[src/logic/fif_pkg.sv]
// Purpose: shared constants and types of the serial flash instruction framer
// Assumes: one system clock, pins sampled through two-stage synchronisers
// Notes:   opcodes, lane widths, output sources and reset values live here

`default_nettype none

package fif_pkg;

  // ---------------------------------------------------------------
  // opcodes
  // ---------------------------------------------------------------
  localparam logic [7:0] OP_WR_EN    = 8'h06;
  localparam logic [7:0] OP_VSR_EN   = 8'h50;
  localparam logic [7:0] OP_WR_DIS   = 8'h04;
  localparam logic [7:0] OP_RD_STLO  = 8'h05;
  localparam logic [7:0] OP_RD_STHI  = 8'h35;
  localparam logic [7:0] OP_WR_STAT  = 8'h01;
  localparam logic [7:0] OP_READ     = 8'h03;
  localparam logic [7:0] OP_FAST     = 8'h0B;
  localparam logic [7:0] OP_DUAL_OUT = 8'h3B;
  localparam logic [7:0] OP_DUAL_IO  = 8'hBB;
  localparam logic [7:0] OP_QUAD_OUT = 8'h6B;
  localparam logic [7:0] OP_UID      = 8'h4B;
  localparam logic [7:0] OP_ID_DUAL  = 8'h92;
  localparam logic [7:0] OP_ID_QUAD  = 8'h94;
  localparam logic [7:0] OP_ER_4K    = 8'h20;
  localparam logic [7:0] OP_ER_32K   = 8'h52;
  localparam logic [7:0] OP_ER_64K   = 8'hD8;
  localparam logic [7:0] OP_PROG     = 8'h02;
  localparam logic [7:0] OP_QPROG    = 8'h32;
  localparam logic [7:0] OP_DPD      = 8'hB9;

  // ---------------------------------------------------------------
  // field sizes and lane widths
  // ---------------------------------------------------------------
  localparam logic [1:0] ADDR_BYTES  = 2'h3;
  localparam logic [2:0] DUMMY_ONE   = 3'h1;
  localparam logic [2:0] DUMMY_UID   = 3'h4;
  localparam logic [3:0] BYTE_BITS   = 4'h8;
  localparam logic [2:0] LANE_1      = 3'h1;
  localparam logic [2:0] LANE_2      = 3'h2;
  localparam logic [2:0] LANE_4      = 3'h4;
  localparam logic [3:0] OE_LANE_1   = 4'h2;
  localparam logic [3:0] OE_LANE_2   = 4'h3;
  localparam logic [3:0] OE_LANE_4   = 4'hF;
  localparam logic [1:0] STAT_WR_MAX = 2'h2;
  localparam logic [7:0] FILL_BYTE   = 8'hFF;
  localparam int         FIFO_WIDTH  = 8;
  localparam int         FIFO_DEPTH  = 4;

  // identification bytes, values arbitrary
  localparam logic [7:0] MFR_ID_VAL  = 8'h5A;
  localparam logic [7:0] DEV_ID_VAL  = 8'hA5;

  // ---------------------------------------------------------------
  // reset values
  // ---------------------------------------------------------------
  localparam logic [5:0] SYNC_RST    = 6'h01;
  localparam logic [3:0] OE_RST      = 4'h0;
  localparam logic [3:0] IO_RST      = 4'h0;

  typedef enum logic [2:0] {
    ST_OPC    = 3'b000,
    ST_ADDR   = 3'b001,
    ST_MODE   = 3'b010,
    ST_DUMMY  = 3'b011,
    ST_DIN    = 3'b100,
    ST_DOUT   = 3'b101,
    ST_DONE   = 3'b110,
    ST_IGNORE = 3'b111
  } fif_state_type;

  typedef enum logic [2:0] {
    SRC_NONE  = 3'b000,
    SRC_STLO  = 3'b001,
    SRC_STHI  = 3'b010,
    SRC_UID   = 3'b011,
    SRC_ARRAY = 3'b100,
    SRC_IDS   = 3'b101
  } fif_src_type;

  typedef enum logic [1:0] {
    PH_NONE = 2'b00,
    PH_IN   = 2'b01,
    PH_OUT  = 2'b10
  } fif_phase_type;

  typedef struct packed {
    logic          known;
    logic          modify;
    logic [1:0]    addr_bytes;
    logic          mode;
    logic [2:0]    dummy_bytes;
    logic [2:0]    aw;
    logic [2:0]    dw;
    fif_phase_type phase;
    fif_src_type   src;
  } fif_cmd_type;

endpackage

`default_nettype wire

[src/logic/fif_framer.sv]
// Purpose: opcode framing and decoding for a serial flash command port
// Assumes: host clock far slower than clock; pins pass two flip-flops
// Notes:   program/erase engine, array and status meaning live outside

`timescale 1ns/1ps
`default_nettype none

// ---------------------------------------------------------------
// small fifo in the read data path
// ---------------------------------------------------------------
module fif_fifo #(
  parameter int WIDTH = 8,
  parameter int DEPTH = 4
) (
  input  wire logic             clock,
  input  wire logic             rst_n,
  input  wire logic             flush,
  input  wire logic [WIDTH-1:0] in_data,
  input  wire logic             in_valid,
  output logic                  in_ready,
  output logic      [WIDTH-1:0] out_data,
  output logic                  out_valid,
  input  wire logic             out_ready
);
  localparam int AW = $clog2(DEPTH);

  logic [WIDTH-1:0] mem [DEPTH];
  logic [AW-1:0]    wr_ptr_ff;
  logic [AW-1:0]    rd_ptr_ff;
  logic [AW:0]      count_ff;
  logic [AW:0]      nxt_count;
  logic             in_ready_ff;
  logic             out_valid_ff;
  logic             push;
  logic             pop;

  assign push      = in_valid & in_ready_ff;
  assign pop       = out_ready & out_valid_ff;
  assign nxt_count = count_ff + (AW+1)'(push) - (AW+1)'(pop);
  assign in_ready  = in_ready_ff;
  assign out_valid = out_valid_ff;
  assign out_data  = mem[rd_ptr_ff];

  always_ff @(posedge clock) begin
    if (push) begin
      mem[wr_ptr_ff] <= in_data;
    end
  end

  // ready and valid are registered from the exact next count
  always_ff @(posedge clock) begin
    if (!rst_n || flush) begin
      wr_ptr_ff    <= '0;
      rd_ptr_ff    <= '0;
      count_ff     <= '0;
      in_ready_ff  <= 1'b1;
      out_valid_ff <= 1'b0;
    end else begin
      wr_ptr_ff    <= wr_ptr_ff + AW'(push);
      rd_ptr_ff    <= rd_ptr_ff + AW'(pop);
      count_ff     <= nxt_count;
      in_ready_ff  <= nxt_count != (AW+1)'(DEPTH);
      out_valid_ff <= nxt_count != '0;
    end
  end
endmodule

// Summary of operation
// - all fields move msb first after select
// - opcode sampled one bit per rising clock
// - opcode first, then address/data/both/nothing
// - reads may end at any bit
// - modifying commands need byte-aligned deselect
// - partial program byte: no program, latch kept
// - 06h enable, 50h volatile, 04h disable
// - 05h/35h return status low/high byte
// - 03h reads directly, 0Bh adds dummy byte
// - 4Bh four dummies then unique identifier
// - 3Bh single-line address, dual-line data
// - 3Bh-like 6Bh with quad-line data
// - 92h dual address/mode, dual id bytes
// - 94h quad address/mode, quad id bytes
// - erase opcodes take exactly three address bytes
// - program offset wraps inside 256-byte page
// - dual address: even bits line0, odd line1
// - status and id repeat until deselect
module fif_framer
  import fif_pkg::*;
(
  input  wire logic         clock,
  input  wire logic         rst_n,
  input  wire logic         cs_n_pin,
  input  wire logic         sclk_pin,
  input  wire logic [3:0]   io_in,
  output logic      [3:0]   io_out,
  output logic      [3:0]   io_oe,
  input  wire logic [15:0]  status_word,
  input  wire logic [127:0] unique_identifier,
  input  wire logic [7:0]   array_rd_data,
  input  wire logic         array_rd_valid,
  output logic              array_rd_ready,
  output logic              rd_start,
  output logic      [23:0]  rd_addr,
  output logic              rd_stop,
  output logic              cmd_exec,
  output logic              cmd_reject,
  output logic      [7:0]   cmd_opcode,
  output logic      [23:0]  cmd_addr,
  output logic      [7:0]   mode_byte,
  output logic              prog_strobe,
  output logic      [7:0]   prog_data,
  output logic      [7:0]   prog_offset,
  output logic      [7:0]   status_low_byte,
  output logic      [7:0]   status_high_byte,
  output logic              write_enable_latch
);

  // ---------------------------------------------------------------
  // decode helpers
  // ---------------------------------------------------------------
  function automatic fif_cmd_type fif_decode(input logic [7:0] op);
    fif_cmd_type c;
    c            = '0;
    c.known      = 1'b1;
    c.aw         = LANE_1;
    c.dw         = LANE_1;
    c.phase      = PH_OUT;
    c.src        = SRC_ARRAY;
    c.addr_bytes = ADDR_BYTES;
    case (op)
      OP_WR_EN, OP_VSR_EN, OP_WR_DIS, OP_DPD: begin
        c.modify     = 1'b1;
        c.addr_bytes = 2'h0;
        c.phase      = PH_NONE;
      end
      OP_ER_4K, OP_ER_32K, OP_ER_64K: begin
        c.modify = 1'b1;
        c.phase  = PH_NONE;
      end
      OP_PROG, OP_QPROG, OP_WR_STAT: begin
        c.modify     = 1'b1;
        c.phase      = PH_IN;
        c.dw         = (op == OP_QPROG) ? LANE_4 : LANE_1;
        c.addr_bytes = (op == OP_WR_STAT) ? 2'h0 : ADDR_BYTES;
      end
      OP_RD_STLO, OP_RD_STHI: begin
        c.addr_bytes = 2'h0;
        c.src        = (op == OP_RD_STLO) ? SRC_STLO : SRC_STHI;
      end
      OP_READ: begin
      end
      OP_FAST: begin
        c.dummy_bytes = DUMMY_ONE;
      end
      OP_DUAL_OUT, OP_QUAD_OUT: begin
        c.dummy_bytes = DUMMY_ONE;
        c.dw          = (op == OP_DUAL_OUT) ? LANE_2 : LANE_4;
      end
      OP_DUAL_IO: begin
        c.mode = 1'b1;
        c.aw   = LANE_2;
        c.dw   = LANE_2;
      end
      OP_ID_DUAL, OP_ID_QUAD: begin
        c.mode = 1'b1;
        c.aw   = (op == OP_ID_DUAL) ? LANE_2 : LANE_4;
        c.dw   = c.aw;
        c.src  = SRC_IDS;
      end
      OP_UID: begin
        c.addr_bytes  = 2'h0;
        c.dummy_bytes = DUMMY_UID;
        c.src         = SRC_UID;
      end
      default: begin
        c.known = 1'b0;
      end
    endcase
    return c;
  endfunction

  // next field once fields up to 'done' are finished
  function automatic fif_state_type fif_after(input fif_cmd_type c, input logic [1:0] done);
    fif_state_type s;
    if (done == 2'h0 && c.addr_bytes != 2'h0) begin
      s = ST_ADDR;
    end else if (done <= 2'h1 && c.mode) begin
      s = ST_MODE;
    end else if (done <= 2'h2 && c.dummy_bytes != 3'h0) begin
      s = ST_DUMMY;
    end else begin
      case (c.phase)
        PH_IN:   s = ST_DIN;
        PH_OUT:  s = ST_DOUT;
        default: s = ST_DONE;
      endcase
    end
    return s;
  endfunction

  function automatic logic [2:0] fif_load(input fif_cmd_type c, input fif_state_type s);
    return (s == ST_ADDR) ? {1'b0, c.addr_bytes} : c.dummy_bytes;
  endfunction

  // ---------------------------------------------------------------
  // pin synchronisers and edge detection
  // ---------------------------------------------------------------
  logic [5:0] sync1_ff;
  logic [5:0] sync2_ff;
  logic       sclk_d_ff;
  logic       cs_d_ff;
  logic       cs_s;
  logic       sclk_s;
  logic [3:0] io_s;
  logic       rise;
  logic       fall;
  logic       cs_rise;

  always_ff @(posedge clock) begin
    if (!rst_n) begin
      sync1_ff  <= SYNC_RST;
      sync2_ff  <= SYNC_RST;
      sclk_d_ff <= 1'b0;
      cs_d_ff   <= 1'b1;
    end else begin
      sync1_ff  <= {io_in, sclk_pin, cs_n_pin};
      sync2_ff  <= sync1_ff;
      sclk_d_ff <= sync2_ff[1];
      cs_d_ff   <= sync2_ff[0];
    end
  end

  assign cs_s    = sync2_ff[0];
  assign sclk_s  = sync2_ff[1];
  assign io_s    = sync2_ff[5:2];
  assign rise    = sclk_s & ~sclk_d_ff & ~cs_s;
  assign fall    = ~sclk_s & sclk_d_ff & ~cs_s;
  assign cs_rise = cs_s & ~cs_d_ff;

  // ---------------------------------------------------------------
  // input shifter
  // ---------------------------------------------------------------
  fif_state_type state_ff;
  fif_cmd_type   cmd_ff;
  fif_cmd_type   dec_now;
  logic [7:0]    shift_ff;
  logic [3:0]    bits_ff;
  logic [2:0]    clk_cnt_ff;
  logic [2:0]    cnt_ff;
  logic [23:0]   addr_ff;
  logic [7:0]    op_ff;
  logic [7:0]    mode_ff;
  logic          overrun_ff;
  logic [2:0]    lanes_in;
  logic [7:0]    shin;
  logic [3:0]    bits_next;
  logic          byte_done;
  fif_state_type nxt_state;

  assign lanes_in  = (state_ff == ST_DIN) ? cmd_ff.dw : (state_ff == ST_OPC) ? LANE_1 : cmd_ff.aw;
  assign bits_next = bits_ff + {1'b0, lanes_in};
  assign byte_done = bits_next == BYTE_BITS;
  assign dec_now   = fif_decode(shin);

  // higher-order bit rides the higher line
  always_comb begin
    case (lanes_in)
      LANE_2:  shin = {shift_ff[5:0], io_s[1], io_s[0]};
      LANE_4:  shin = {shift_ff[3:0], io_s[3:0]};
      default: shin = {shift_ff[6:0], io_s[0]};
    endcase
  end

  always_comb begin
    nxt_state = state_ff;
    case (state_ff)
      ST_OPC:   nxt_state = dec_now.known ? fif_after(dec_now, 2'h0) : ST_IGNORE;
      ST_ADDR:  nxt_state = (cnt_ff == 3'h1) ? fif_after(cmd_ff, 2'h1) : ST_ADDR;
      ST_MODE:  nxt_state = fif_after(cmd_ff, 2'h2);
      ST_DUMMY: nxt_state = (cnt_ff == 3'h1) ? fif_after(cmd_ff, 2'h3) : ST_DUMMY;
      default:  nxt_state = state_ff;
    endcase
  end

  // ---------------------------------------------------------------
  // command sequencer; deselect returns to the opcode phase
  // ---------------------------------------------------------------
  always_ff @(posedge clock) begin
    if (!rst_n || cs_s) begin
      state_ff   <= ST_OPC;
      cmd_ff     <= '0;
      shift_ff   <= '0;
      bits_ff    <= '0;
      clk_cnt_ff <= '0;
      cnt_ff     <= '0;
      overrun_ff <= 1'b0;
    end else if (rise) begin
      clk_cnt_ff <= clk_cnt_ff + 3'h1;
      case (state_ff)
        ST_IGNORE, ST_DOUT: begin
        end
        ST_DONE: begin
          overrun_ff <= 1'b1;
        end
        default: begin
          shift_ff <= shin;
          bits_ff  <= byte_done ? 4'h0 : bits_next;
          if (byte_done) begin
            state_ff <= nxt_state;
            if (state_ff == ST_OPC) begin
              cmd_ff <= dec_now;
              cnt_ff <= fif_load(dec_now, nxt_state);
            end else if (nxt_state != state_ff) begin
              cnt_ff <= fif_load(cmd_ff, nxt_state);
            end else begin
              cnt_ff <= cnt_ff - 3'h1;
            end
          end
        end
      endcase
    end
  end

  // captured fields are kept past deselect for the engine
  always_ff @(posedge clock) begin
    if (!rst_n) begin
      addr_ff <= '0;
      op_ff   <= '0;
      mode_ff <= '0;
    end else if (rise && byte_done && !cs_s) begin
      case (state_ff)
        ST_OPC:  op_ff <= shin;
        ST_ADDR: addr_ff <= {addr_ff[15:0], shin};
        ST_MODE: mode_ff <= shin;
        default: op_ff <= op_ff;
      endcase
    end
  end

  // ---------------------------------------------------------------
  // data-in phase: program bytes and status write bytes
  // ---------------------------------------------------------------
  logic       din_any_ff;
  logic [7:0] prog_idx_ff;
  logic [1:0] stat_cnt_ff;
  logic       prog_strobe_ff;
  logic [7:0] prog_data_ff;
  logic [7:0] prog_offset_ff;
  logic [7:0] stat_lo_ff;
  logic [7:0] stat_hi_ff;

  always_ff @(posedge clock) begin
    if (!rst_n) begin
      din_any_ff     <= 1'b0;
      prog_idx_ff    <= '0;
      stat_cnt_ff    <= '0;
      prog_strobe_ff <= 1'b0;
      prog_data_ff   <= '0;
      prog_offset_ff <= '0;
      stat_lo_ff     <= '0;
      stat_hi_ff     <= '0;
    end else begin
      prog_strobe_ff <= 1'b0;
      if (cs_s) begin
        din_any_ff  <= 1'b0;
        prog_idx_ff <= '0;
        stat_cnt_ff <= '0;
      end else if (rise && byte_done && state_ff == ST_DIN) begin
        din_any_ff <= 1'b1;
        if (op_ff == OP_WR_STAT) begin
          // bytes after the second one are dropped
          if (stat_cnt_ff == 2'h0) begin
            stat_lo_ff <= shin;
          end else if (stat_cnt_ff == 2'h1) begin
            stat_hi_ff <= shin;
          end
          if (stat_cnt_ff != STAT_WR_MAX) begin
            stat_cnt_ff <= stat_cnt_ff + 2'h1;
          end
        end else begin
          prog_strobe_ff <= 1'b1;
          prog_data_ff   <= shin;
          prog_offset_ff <= addr_ff[7:0] + prog_idx_ff;
          prog_idx_ff    <= prog_idx_ff + 8'h01;
        end
      end
    end
  end

  // ---------------------------------------------------------------
  // deselect: execute or reject, write enable latch
  // ---------------------------------------------------------------
  logic        aligned;
  logic        complete;
  logic        exec_ok;
  logic        cmd_exec_ff;
  logic        cmd_reject_ff;
  logic [7:0]  cmd_opcode_ff;
  logic [23:0] cmd_addr_ff;
  logic        wel_ff;

  assign aligned  = clk_cnt_ff == 3'h0 && bits_ff == 4'h0;
  assign complete = (state_ff == ST_DONE && !overrun_ff) || (state_ff == ST_DIN && din_any_ff);
  assign exec_ok  = aligned && complete;

  always_ff @(posedge clock) begin
    if (!rst_n) begin
      cmd_exec_ff   <= 1'b0;
      cmd_reject_ff <= 1'b0;
      cmd_opcode_ff <= '0;
      cmd_addr_ff   <= '0;
      wel_ff        <= 1'b0;
    end else begin
      cmd_exec_ff   <= 1'b0;
      cmd_reject_ff <= 1'b0;
      if (cs_rise && cmd_ff.modify) begin
        cmd_opcode_ff <= op_ff;
        cmd_addr_ff   <= addr_ff;
        if (exec_ok) begin
          cmd_exec_ff <= 1'b1;
          if (op_ff == OP_WR_EN) begin
            wel_ff <= 1'b1;
          end else if (op_ff != OP_VSR_EN && op_ff != OP_DPD) begin
            wel_ff <= 1'b0;
          end
        end else begin
          cmd_reject_ff <= 1'b1;
        end
      end
    end
  end

  // ---------------------------------------------------------------
  // data-out phase on the falling clock
  // ---------------------------------------------------------------
  logic [7:0]  oshift_ff;
  logic [3:0]  obits_ff;
  logic [3:0]  uid_idx_ff;
  logic        id_tog_ff;
  logic [3:0]  io_out_ff;
  logic [3:0]  io_oe_ff;
  logic        fifo_pop;
  logic        fifo_valid;
  logic [7:0]  fifo_data;
  logic [7:0]  nb;
  logic [7:0]  ob;
  logic        dout_d_ff;
  logic        rd_start_ff;
  logic        rd_stop_ff;
  logic [23:0] rd_addr_ff;

  always_comb begin
    case (cmd_ff.src)
      SRC_STLO:  nb = status_word[7:0];
      SRC_STHI:  nb = status_word[15:8];
      SRC_UID:   nb = unique_identifier[{~uid_idx_ff, 3'b000} +: 8];
      SRC_IDS:   nb = id_tog_ff ? DEV_ID_VAL : MFR_ID_VAL;
      SRC_ARRAY: nb = fifo_valid ? fifo_data : FILL_BYTE;
      default:   nb = FILL_BYTE;
    endcase
  end

  assign ob       = (obits_ff == 4'h0) ? nb : oshift_ff;
  assign fifo_pop = fall && state_ff == ST_DOUT && obits_ff == 4'h0 && cmd_ff.src == SRC_ARRAY;

  // a read may stop after any bit: nothing is pending at deselect
  always_ff @(posedge clock) begin
    if (!rst_n || cs_s) begin
      oshift_ff  <= '0;
      obits_ff   <= '0;
      uid_idx_ff <= '0;
      id_tog_ff  <= 1'b0;
      io_out_ff  <= IO_RST;
      io_oe_ff   <= OE_RST;
    end else if (state_ff != ST_DOUT) begin
      io_oe_ff <= OE_RST;
    end else if (fall) begin
      oshift_ff <= ob << cmd_ff.dw;
      obits_ff  <= (obits_ff == 4'h0 ? BYTE_BITS : obits_ff) - {1'b0, cmd_ff.dw};
      if (obits_ff == 4'h0) begin
        uid_idx_ff <= uid_idx_ff + 4'h1;
        id_tog_ff  <= ~id_tog_ff;
      end
      case (cmd_ff.dw)
        LANE_2: begin
          io_out_ff <= {2'b00, ob[7:6]};
          io_oe_ff  <= OE_LANE_2;
        end
        LANE_4: begin
          io_out_ff <= ob[7:4];
          io_oe_ff  <= OE_LANE_4;
        end
        default: begin
          io_out_ff <= {2'b00, ob[7], 1'b0};
          io_oe_ff  <= OE_LANE_1;
        end
      endcase
    end
  end

  // array read request once the data-out phase begins
  always_ff @(posedge clock) begin
    if (!rst_n) begin
      dout_d_ff   <= 1'b0;
      rd_start_ff <= 1'b0;
      rd_stop_ff  <= 1'b0;
      rd_addr_ff  <= '0;
    end else begin
      dout_d_ff   <= state_ff == ST_DOUT && cmd_ff.src == SRC_ARRAY;
      rd_start_ff <= state_ff == ST_DOUT && cmd_ff.src == SRC_ARRAY && !dout_d_ff;
      rd_stop_ff  <= cs_rise && dout_d_ff;
      if (state_ff == ST_DOUT && !dout_d_ff) begin
        rd_addr_ff <= addr_ff;
      end
    end
  end

  fif_fifo #(
    .WIDTH (FIFO_WIDTH),
    .DEPTH (FIFO_DEPTH)
  ) u_rd_fifo (
    .clock     (clock),
    .rst_n     (rst_n),
    .flush     (cs_s),
    .in_data   (array_rd_data),
    .in_valid  (array_rd_valid),
    .in_ready  (array_rd_ready),
    .out_data  (fifo_data),
    .out_valid (fifo_valid),
    .out_ready (fifo_pop)
  );

  assign io_out             = io_out_ff;
  assign io_oe              = io_oe_ff;
  assign rd_start           = rd_start_ff;
  assign rd_addr            = rd_addr_ff;
  assign rd_stop            = rd_stop_ff;
  assign cmd_exec           = cmd_exec_ff;
  assign cmd_reject         = cmd_reject_ff;
  assign cmd_opcode         = cmd_opcode_ff;
  assign cmd_addr           = cmd_addr_ff;
  assign mode_byte          = mode_ff;
  assign prog_strobe        = prog_strobe_ff;
  assign prog_data          = prog_data_ff;
  assign prog_offset        = prog_offset_ff;
  assign status_low_byte    = stat_lo_ff;
  assign status_high_byte   = stat_hi_ff;
  assign write_enable_latch = wel_ff;

endmodule

`default_nettype wire

[config.mk]
export PLATFORM = sky130hd
export DESIGN_NAME = fif_framer
export DESIGN_NICKNAME = d
export VERILOG_FILES = /design/src/logic/fif_pkg.sv /design/src/logic/fif_framer.sv
export SDC_FILE = /design/constraint.sdc
export NUM_CORES = 1
export LEC_CHECK = 0
export ABC_CLOCK_PERIOD_IN_PS = 4820
export BUFFER_PORTS_ARGS = -buffer_cell sky130_fd_sc_hd__clkbuf_2
export CAP_MARGIN = 20
export CORE_UTILIZATION = 55
export CTS_BUF_LIST = sky130_fd_sc_hd__clkbuf_4 sky130_fd_sc_hd__clkbuf_8 sky130_fd_sc_hd__clkbuf_16
export DETAILED_ROUTE_END_ITERATION = 7
export PLACE_DENSITY = 0.8
export SLEW_MARGIN = 20
export SYNTH_ARGS = -nofsm -noshare
export SYNTH_HDL_FRONTEND = slang
export SYNTH_SLANG_ARGS = --single-unit
[constraint.sdc]
create_clock -name clock -period 4.82 [get_ports clock]
set_input_delay 0.964 -clock clock [delete_from_list [all_inputs] [get_ports clock]]
set_output_delay 0.964 -clock clock [all_outputs]
set_load 0.05 [all_outputs]
[Word level (Yosys, flattened, before mapping)]
Memory sizes are Yosys's and may differ from the RTL's. A register that Yosys moved wholly into a read port is not among the register bits.
Cells that the tools add are included.
Storage, ports and cells
  bits in writable memories: 32
  memories: 1
  word-level logic and storage cells: 245
  register bits after elaboration: 233
Memories
  u_rd_fifo.mem: depth 4, width 8, rd ports 1, clocked after memory_dff 1, wr ports 1, RTL line fif_framer.sv:27  | logic [WIDTH-1:0] mem [DEPTH];
Cells by class
  equality and inequality tests: 52
  bitwise gates (word level): 19
  add/sub/neg operators: 12
  multiplexer cells: 48
  shifts and indexed selects: 2
  reductions and logical operators: 62
Operator list (number)
  variable part select 128 x 8 -> 8 bit: 1
  two-way mux 3 bit: 17
  equality test 8 bit (second input constant): 5
  one-hot mux 8 bit (5 select lines): 1
  equality test 8 x 3 -> 1 bit (second input constant): 4
  equality test 8 x 6 -> 1 bit (second input constant): 4
  equality test 8 x 7 -> 1 bit (second input constant): 4
  equality test 3 bit (second input constant): 8
  two-way mux 8 bit: 3
  one-hot mux 3 bit (4 select lines): 2
  OR reduction 20 bit: 1
  equality test 3 x 2 -> 1 bit (second input constant): 6
  equality test 8 x 1 -> 1 bit (second input constant): 2
  equality test 8 x 2 -> 1 bit (second input constant): 2
  logical AND 1 bit: 16
  one-hot mux 2 bit (2 select lines): 4
  one-hot mux 4 bit (2 select lines): 2
  one-hot mux 8 bit (2 select lines): 1
  AND reduction 2 bit: 8
  AND reduction 3 bit: 5
  OR reduction 3 bit: 5
  OR reduction 7 bit: 2
  equality test 3 x 1 -> 1 bit (second input constant): 4
  one-hot mux 3 bit (2 select lines): 2
  other kinds (39): 86

[Logic depth before layout (Yosys ltp)]
  depth in word-level cells: 19
  gate-level depth with buffers: 17

[Modules after synthesis]
A second synthesis with hierarchy kept.
Second synthesis, totals
  cell total of the unflattened synthesis: 1403
  area, all modules: 13028.7 um2
By module, submodules not included
  fif_framer: cells each 1321, sequential area each 4424.2 um2, instances 1, area each 11474.8 um2
  fif_fifo: cells each 82, sequential area each 1141.1 um2, instances 1, area each 1554.0 um2

[Worst setup path before layout]
OpenSTA, ideal clock, no wires.
  kind: flip-flop to flip-flop
  start point: register cmd_ff[5] (netlist bit)
  end point: register stat_hi_ff[0], in the netlist status_high_byte[0]
  required time: 4.703 ns
  path buffers: 3
  slack: 0.558 ns
  cell stages (with the launch flop): 17
  clock period less this slack: 4.262 ns
  arrival time: 4.144 ns
  cell sequence: dfxtp_1 > buf_6 > or4b_4 > nand2_4 > inv_2 > buf_6 > ha_1 > fa_1 > xor2_1 > nor3_1 > nand3_1 > or3_1 > or2_2 > nor4b_1 > clkbuf_1 > mux2i_1 > nor2b_1
Between the ends
  word-level cells in the longest chain between the ends: 6
RTL lines
  from (decl): RTL line fif_framer.sv:244  | fif_cmd_type cmd_ff;
  from (signal assigned): RTL line fif_framer.sv:311  | cmd_ff <= dec_now;
  two-way mux 3 bit: RTL line fif_framer.sv:260  | assign lanes_in = (state_ff == ST_DIN) ? cmd_ff.dw : (state_ff == ST_OPC) ? LANE_1 : cmd_ff.aw;
  adder 4 x 3 -> 4 bit: RTL line fif_framer.sv:261  | assign bits_next = bits_ff + {1'b0, lanes_in};
  equality test 4 bit: RTL line fif_framer.sv:262  | assign byte_done = bits_next == BYTE_BITS;
  logical AND 1 bit (2 in a row): RTL line fif_framer.sv:368  | end else if (rise && byte_done && state_ff == ST_DIN) begin
  AND reduction 5 bit (no source line)
  to (signal assigned): RTL line fif_framer.sv:375  | stat_hi_ff <= shin;
  to (decl): RTL line fif_framer.sv:350  | logic [7:0] stat_hi_ff;
No other way between the ends.
A chain may end at the register's enable or synchronous reset.

[Worst setup path in the final report]
  start point: register state_ff[1]
  end point: register stat_hi_ff[0], in the netlist status_high_byte[0]
Between the ends
  word-level cells in the longest chain between the ends: 8
  elaborated cells between the ends (all ways): 9
  those cells by class: add/sub: 1; eq/ne: 2; mux: 2; reduce/logical: 4
RTL lines
  from (decl): RTL line fif_framer.sv:243  | fif_state_type state_ff;
  from (signal assigned): RTL line fif_framer.sv:309  | state_ff <= nxt_state;
  logical NOT 3 bit: RTL line fif_framer.sv:260
  two-way mux 3 bit (2 in a row): RTL line fif_framer.sv:260
  adder 4 x 3 -> 4 bit: RTL line fif_framer.sv:261
  equality test 4 bit: RTL line fif_framer.sv:262
  logical AND 1 bit: RTL line fif_framer.sv:368
  logical AND 1 bit *: RTL line fif_framer.sv:368
  AND reduction 5 bit (no source line) *
Mark *: on every way between the ends. The rest lies on a longest branch, timed or not.

==> key figures <==
Worst setup path
  • Slowest CP cell: or4b_4
  • CP Data Required Time: 5250 ps
  • Top delay family on crit path: simple AND/OR/NAND/NOR gates
  • Worst Setup Path Type: flip-flop to flip-flop
  • Critical path peak fanout: 12
  • CP endpoint kind: flip-flop
  • Max incr delay on CP: roughly 550 ps
  • Buffers & Inverters on Critical Path: 2
  • Crit path DAT: 4880 ps
  • Worst setup SP type: flip-flop
  • Crit-path cells: or4b_4 -> nand2_4 -> inv_2 -> ha_1 -> fa_1 -> xor2_1 -> nor3_1 -> nand3_1 -> or3_1 -> or2_2 -> nor4b_2 -> buf_4 -> mux2i_1 -> nor2b_1

Global routing
  • Grt ovf: 0
  • Global-route wire length before repair: between 50 and 60 mm
  • Total GRT Usage: between 30 and 40%
  • Largest net degree at the start of global routing: roughly 120
  • Number of global-route vias before repair: roughly 11,000
  • Initial antenna violation count: 1

Logic synthesis
  • Yosys cell types: 84
  • Syn Std Cell Area: between 0.01 and 0.015 mm²
  • Ys async rst share: 0%
  • Net Count, Synth: roughly 1,600
  • Synth Area in Adders: 3.212%
  • Seq cells post-synth: approximately 260
  • Synth Area in Simple Gates: 20.20%
  • Mux contribution to synthesized area: between 10% and 20%
  • Synth Area in Compound Gates: 17.45%
  • Syn. warnings: 0
  • Synthesized area per cell: between 9 and 10 µm²
  • EDFF count, synth: 32
  • Top_reg_cell synth: dfxtp_1
  • Mapped Cells: 1,419
  • Sequential share of the synthesized area: about 43%
  • Largest family of logic cells by synthesized area: simple AND/OR/NAND/NOR gates
  • Xor/xnor share of the synthesized area: about 2.0%

Clock tree
  • Root Driver: clkbuf_16
  • Clock latency on the worst-skew pair: 550 ps
  • # hold bufs at CTS: 0
  • CTS Buf Count: 27
  • CTS tree: yes
  • Post-CTS setup buffer count: 0
  • Gates resized, CTS repair: 0
  • Clk slew on worst S/H paths: 60 ps
  • Clk buf depth: 3
  • Number of H-tree levels: 1
  • CTS sink cnt: ~260

Timing
  • Final critical-path share of the clock period: ~90%
  • Achievable frequency: about 220 MHz
  • Worst slew pin tran: roughly 970 ps
  • Setup_tns: 0 ps
  • Slew margin rel.: a little over a third
  • Final Max Tran Viols: 0
  • Final hold vios: 0
  • RSZ-0062 raised after global routing: false
  • Clock Skew: approximately 27 ps
  • Final setup viols: 0
  • Fin crit period: around 4400 ps

Routing
  • Wirelength per Cell: ~19 µm
  • Met1 WL: between 10 and 15 mm
  • Via-to-Cell Ratio: ~5.8
  • DR DRC count: 0
  • Met2 wire length: approximately 18 mm
  • Antenna Nets Post-Route: 0
  • Initial drt markers: about 800
  • Routed WL: between 30 and 40 mm
  • Vias: around 11,000
  • TritonRoute pass-1 iters: 5
  • Top layer in use: met4
  • Met3 WL: 2.188 mm

Cells and area
  • # diodes: 0
  • Register area: between 0.005 and 0.006 mm²
  • Footprint of the multi-input gates: 0.006908 mm²
  • Layout cells sized above 1: a little over a quarter
  • Area growth syn-to-layout: 19.17%
  • Post-layout nets: 1,840
  • Fillers: around 1,900
  • Post-layout instance area: ~0.016 mm²
  • Utilization after layout: just under 70%

Die
  • Ports: 272
  • Core Box Area: ~0.023 mm²
  • Chip Width: around 160 µm
  • Die height: roughly 160 µm
  • Initial Utilization: between 50 and 60%
  • Placement Rows: 55
  • DIE AREA: between 0.02 and 0.025 mm²

Power
  • Power per cell area: 292.6 mW/mm²
  • Leak pwr: just under 6 nW
  • IR Drop Worst-Case VDD: a little under 0.0003 V

Placement
  • DP Wirelength: around 27 mm
  • Placement Cell Area: roughly 0.015 mm²
  • IO Port Bufs: 271
  • Routability cong.: ~0.96

Flow run
  • Max-cap viol count: 0

Outcome
  • Outcome: finished, final reports clean

Min path
  • Hold Crit Class: flip-flop to flip-flop
[state kept, by name, summed over array words and instances (netlist names), 16 cells and up]
register       count
rd_addr           24
addr_ff           24
cmd_addr          24
u_rd_fifo.mem     32
cmd_ff            16
[final timing paths]
check               from             endpoint  slack, ps  depth (start not counted)
max          state_ff[1]  status_high_byte[0]        380                         14
min          sync1_ff[0]          sync2_ff[0]        440                          1
max reg2reg  state_ff[1]  status_high_byte[0]        380                         14
min reg2reg  sync1_ff[0]          sync2_ff[0]        440                          1
[report_power, final]
| group | leakage (nW) | total, mW | switching [mW] | internal (mW) |
|---|---|---|---|---|
| Sequential | 2.15 | 2.22 | 0.00618 | 2.22 |
| Combinational | 3.33 | 0.164 | 0.0715 | 0.0926 |
| Clock | 0.468 | 2.15 | 0.877 | 1.27 |
| Total | 5.95 | 4.54 | 0.955 | 3.58 |
[metal layers]
layer,vias to the layer above,GRT usage (%)
met1,5411,37.26
met5,-,0
met2,482,52.81
li1,5459,-
met4,0,14.80
met3,97,4.194
[cell usage after synthesis, drive strengths merged (18+ instances only)]
cell type	instances	share of area [%]
and2	31	1.5
nor2b	24	1.2
mux4	48	8.3
buf	22	0.96
mux2i	24	1.8
nor2	118	3.6
ha	27	2.6
dfxtp	230	35
xnor2	18	1.2
a21oi	68	2.7
nor3	19	0.77
clkbuf	80	2.3
nand2	281	8.2
edfxtp	32	7.4
a21boi	101	5.9
inv	34	0.98
o21ai	43	1.7
[kinds of logic after synthesis]
family / Yosys count
flops: 262
mux: 72
simple gates: 564
fa+ha+maj: 31
buf+inv: 136
xor+xnor: 29
compound gates: 325
[area by class of cell]
| type | count | area share [%] |
|---|---|---|
| flip-flops and latches | 262 | 35.91 |
| multi-input cells | 1021 | 44.55 |
| clock buffers | 40 | 5.229 |
| repair buffers | 302 | 10.26 |
| inverters | 34 | 0.8311 |
| clock inverters | 10 | 0.6939 |
| well taps | 313 | 2.526 |
[placed cells by master (no fill, tap or decap), drive strengths merged, types with 4 or more instances in the layout]
cell / count
nor3: 19
a22oi: 13
nand4: 15
mux4: 48
o21ai: 43
a31oi: 14
mux2i: 24
nor4: 17
ha: 27
and2: 31
buf: 32
xor2: 11
o211a: 6
edfxtp: 32
fa: 4
inv: 34
nand2: 281
o211ai: 4
and3: 10
o2111ai: 15
a21oi: 68
nor2: 118
or2: 7
a21boi: 101
nor2b: 24
nand2b: 5
or3: 6
dfxtp: 230
o21a: 9
a21o: 4
o21bai: 4
xnor2: 18
clkbuf: 310
a211oi: 14
o31a: 4
clkinv: 8
nand3: 13
[per-stage QoR]
| step | cells | hold WS, ps | total power, mW | worst slack (ps) |
|---|---|---|---|---|
| after global placement | 1932 | 419.5 | 2.431 | 552.5 |
| after CTS | 1982 | 451.8 | 4.554 | 405.2 |
| final | 1982 | 436.2 | 4.537 | 375.4 |
| after global routing | 1982 | 460.0 | 4.651 | 82.74 |
| after floorplan | 1419 | 386.3 | 2.340 | 558.3 |
| after detailed placement | 1932 | 426.6 | 2.435 | 392.3 |
No activity file was read; power rests on OpenSTA's default activity.
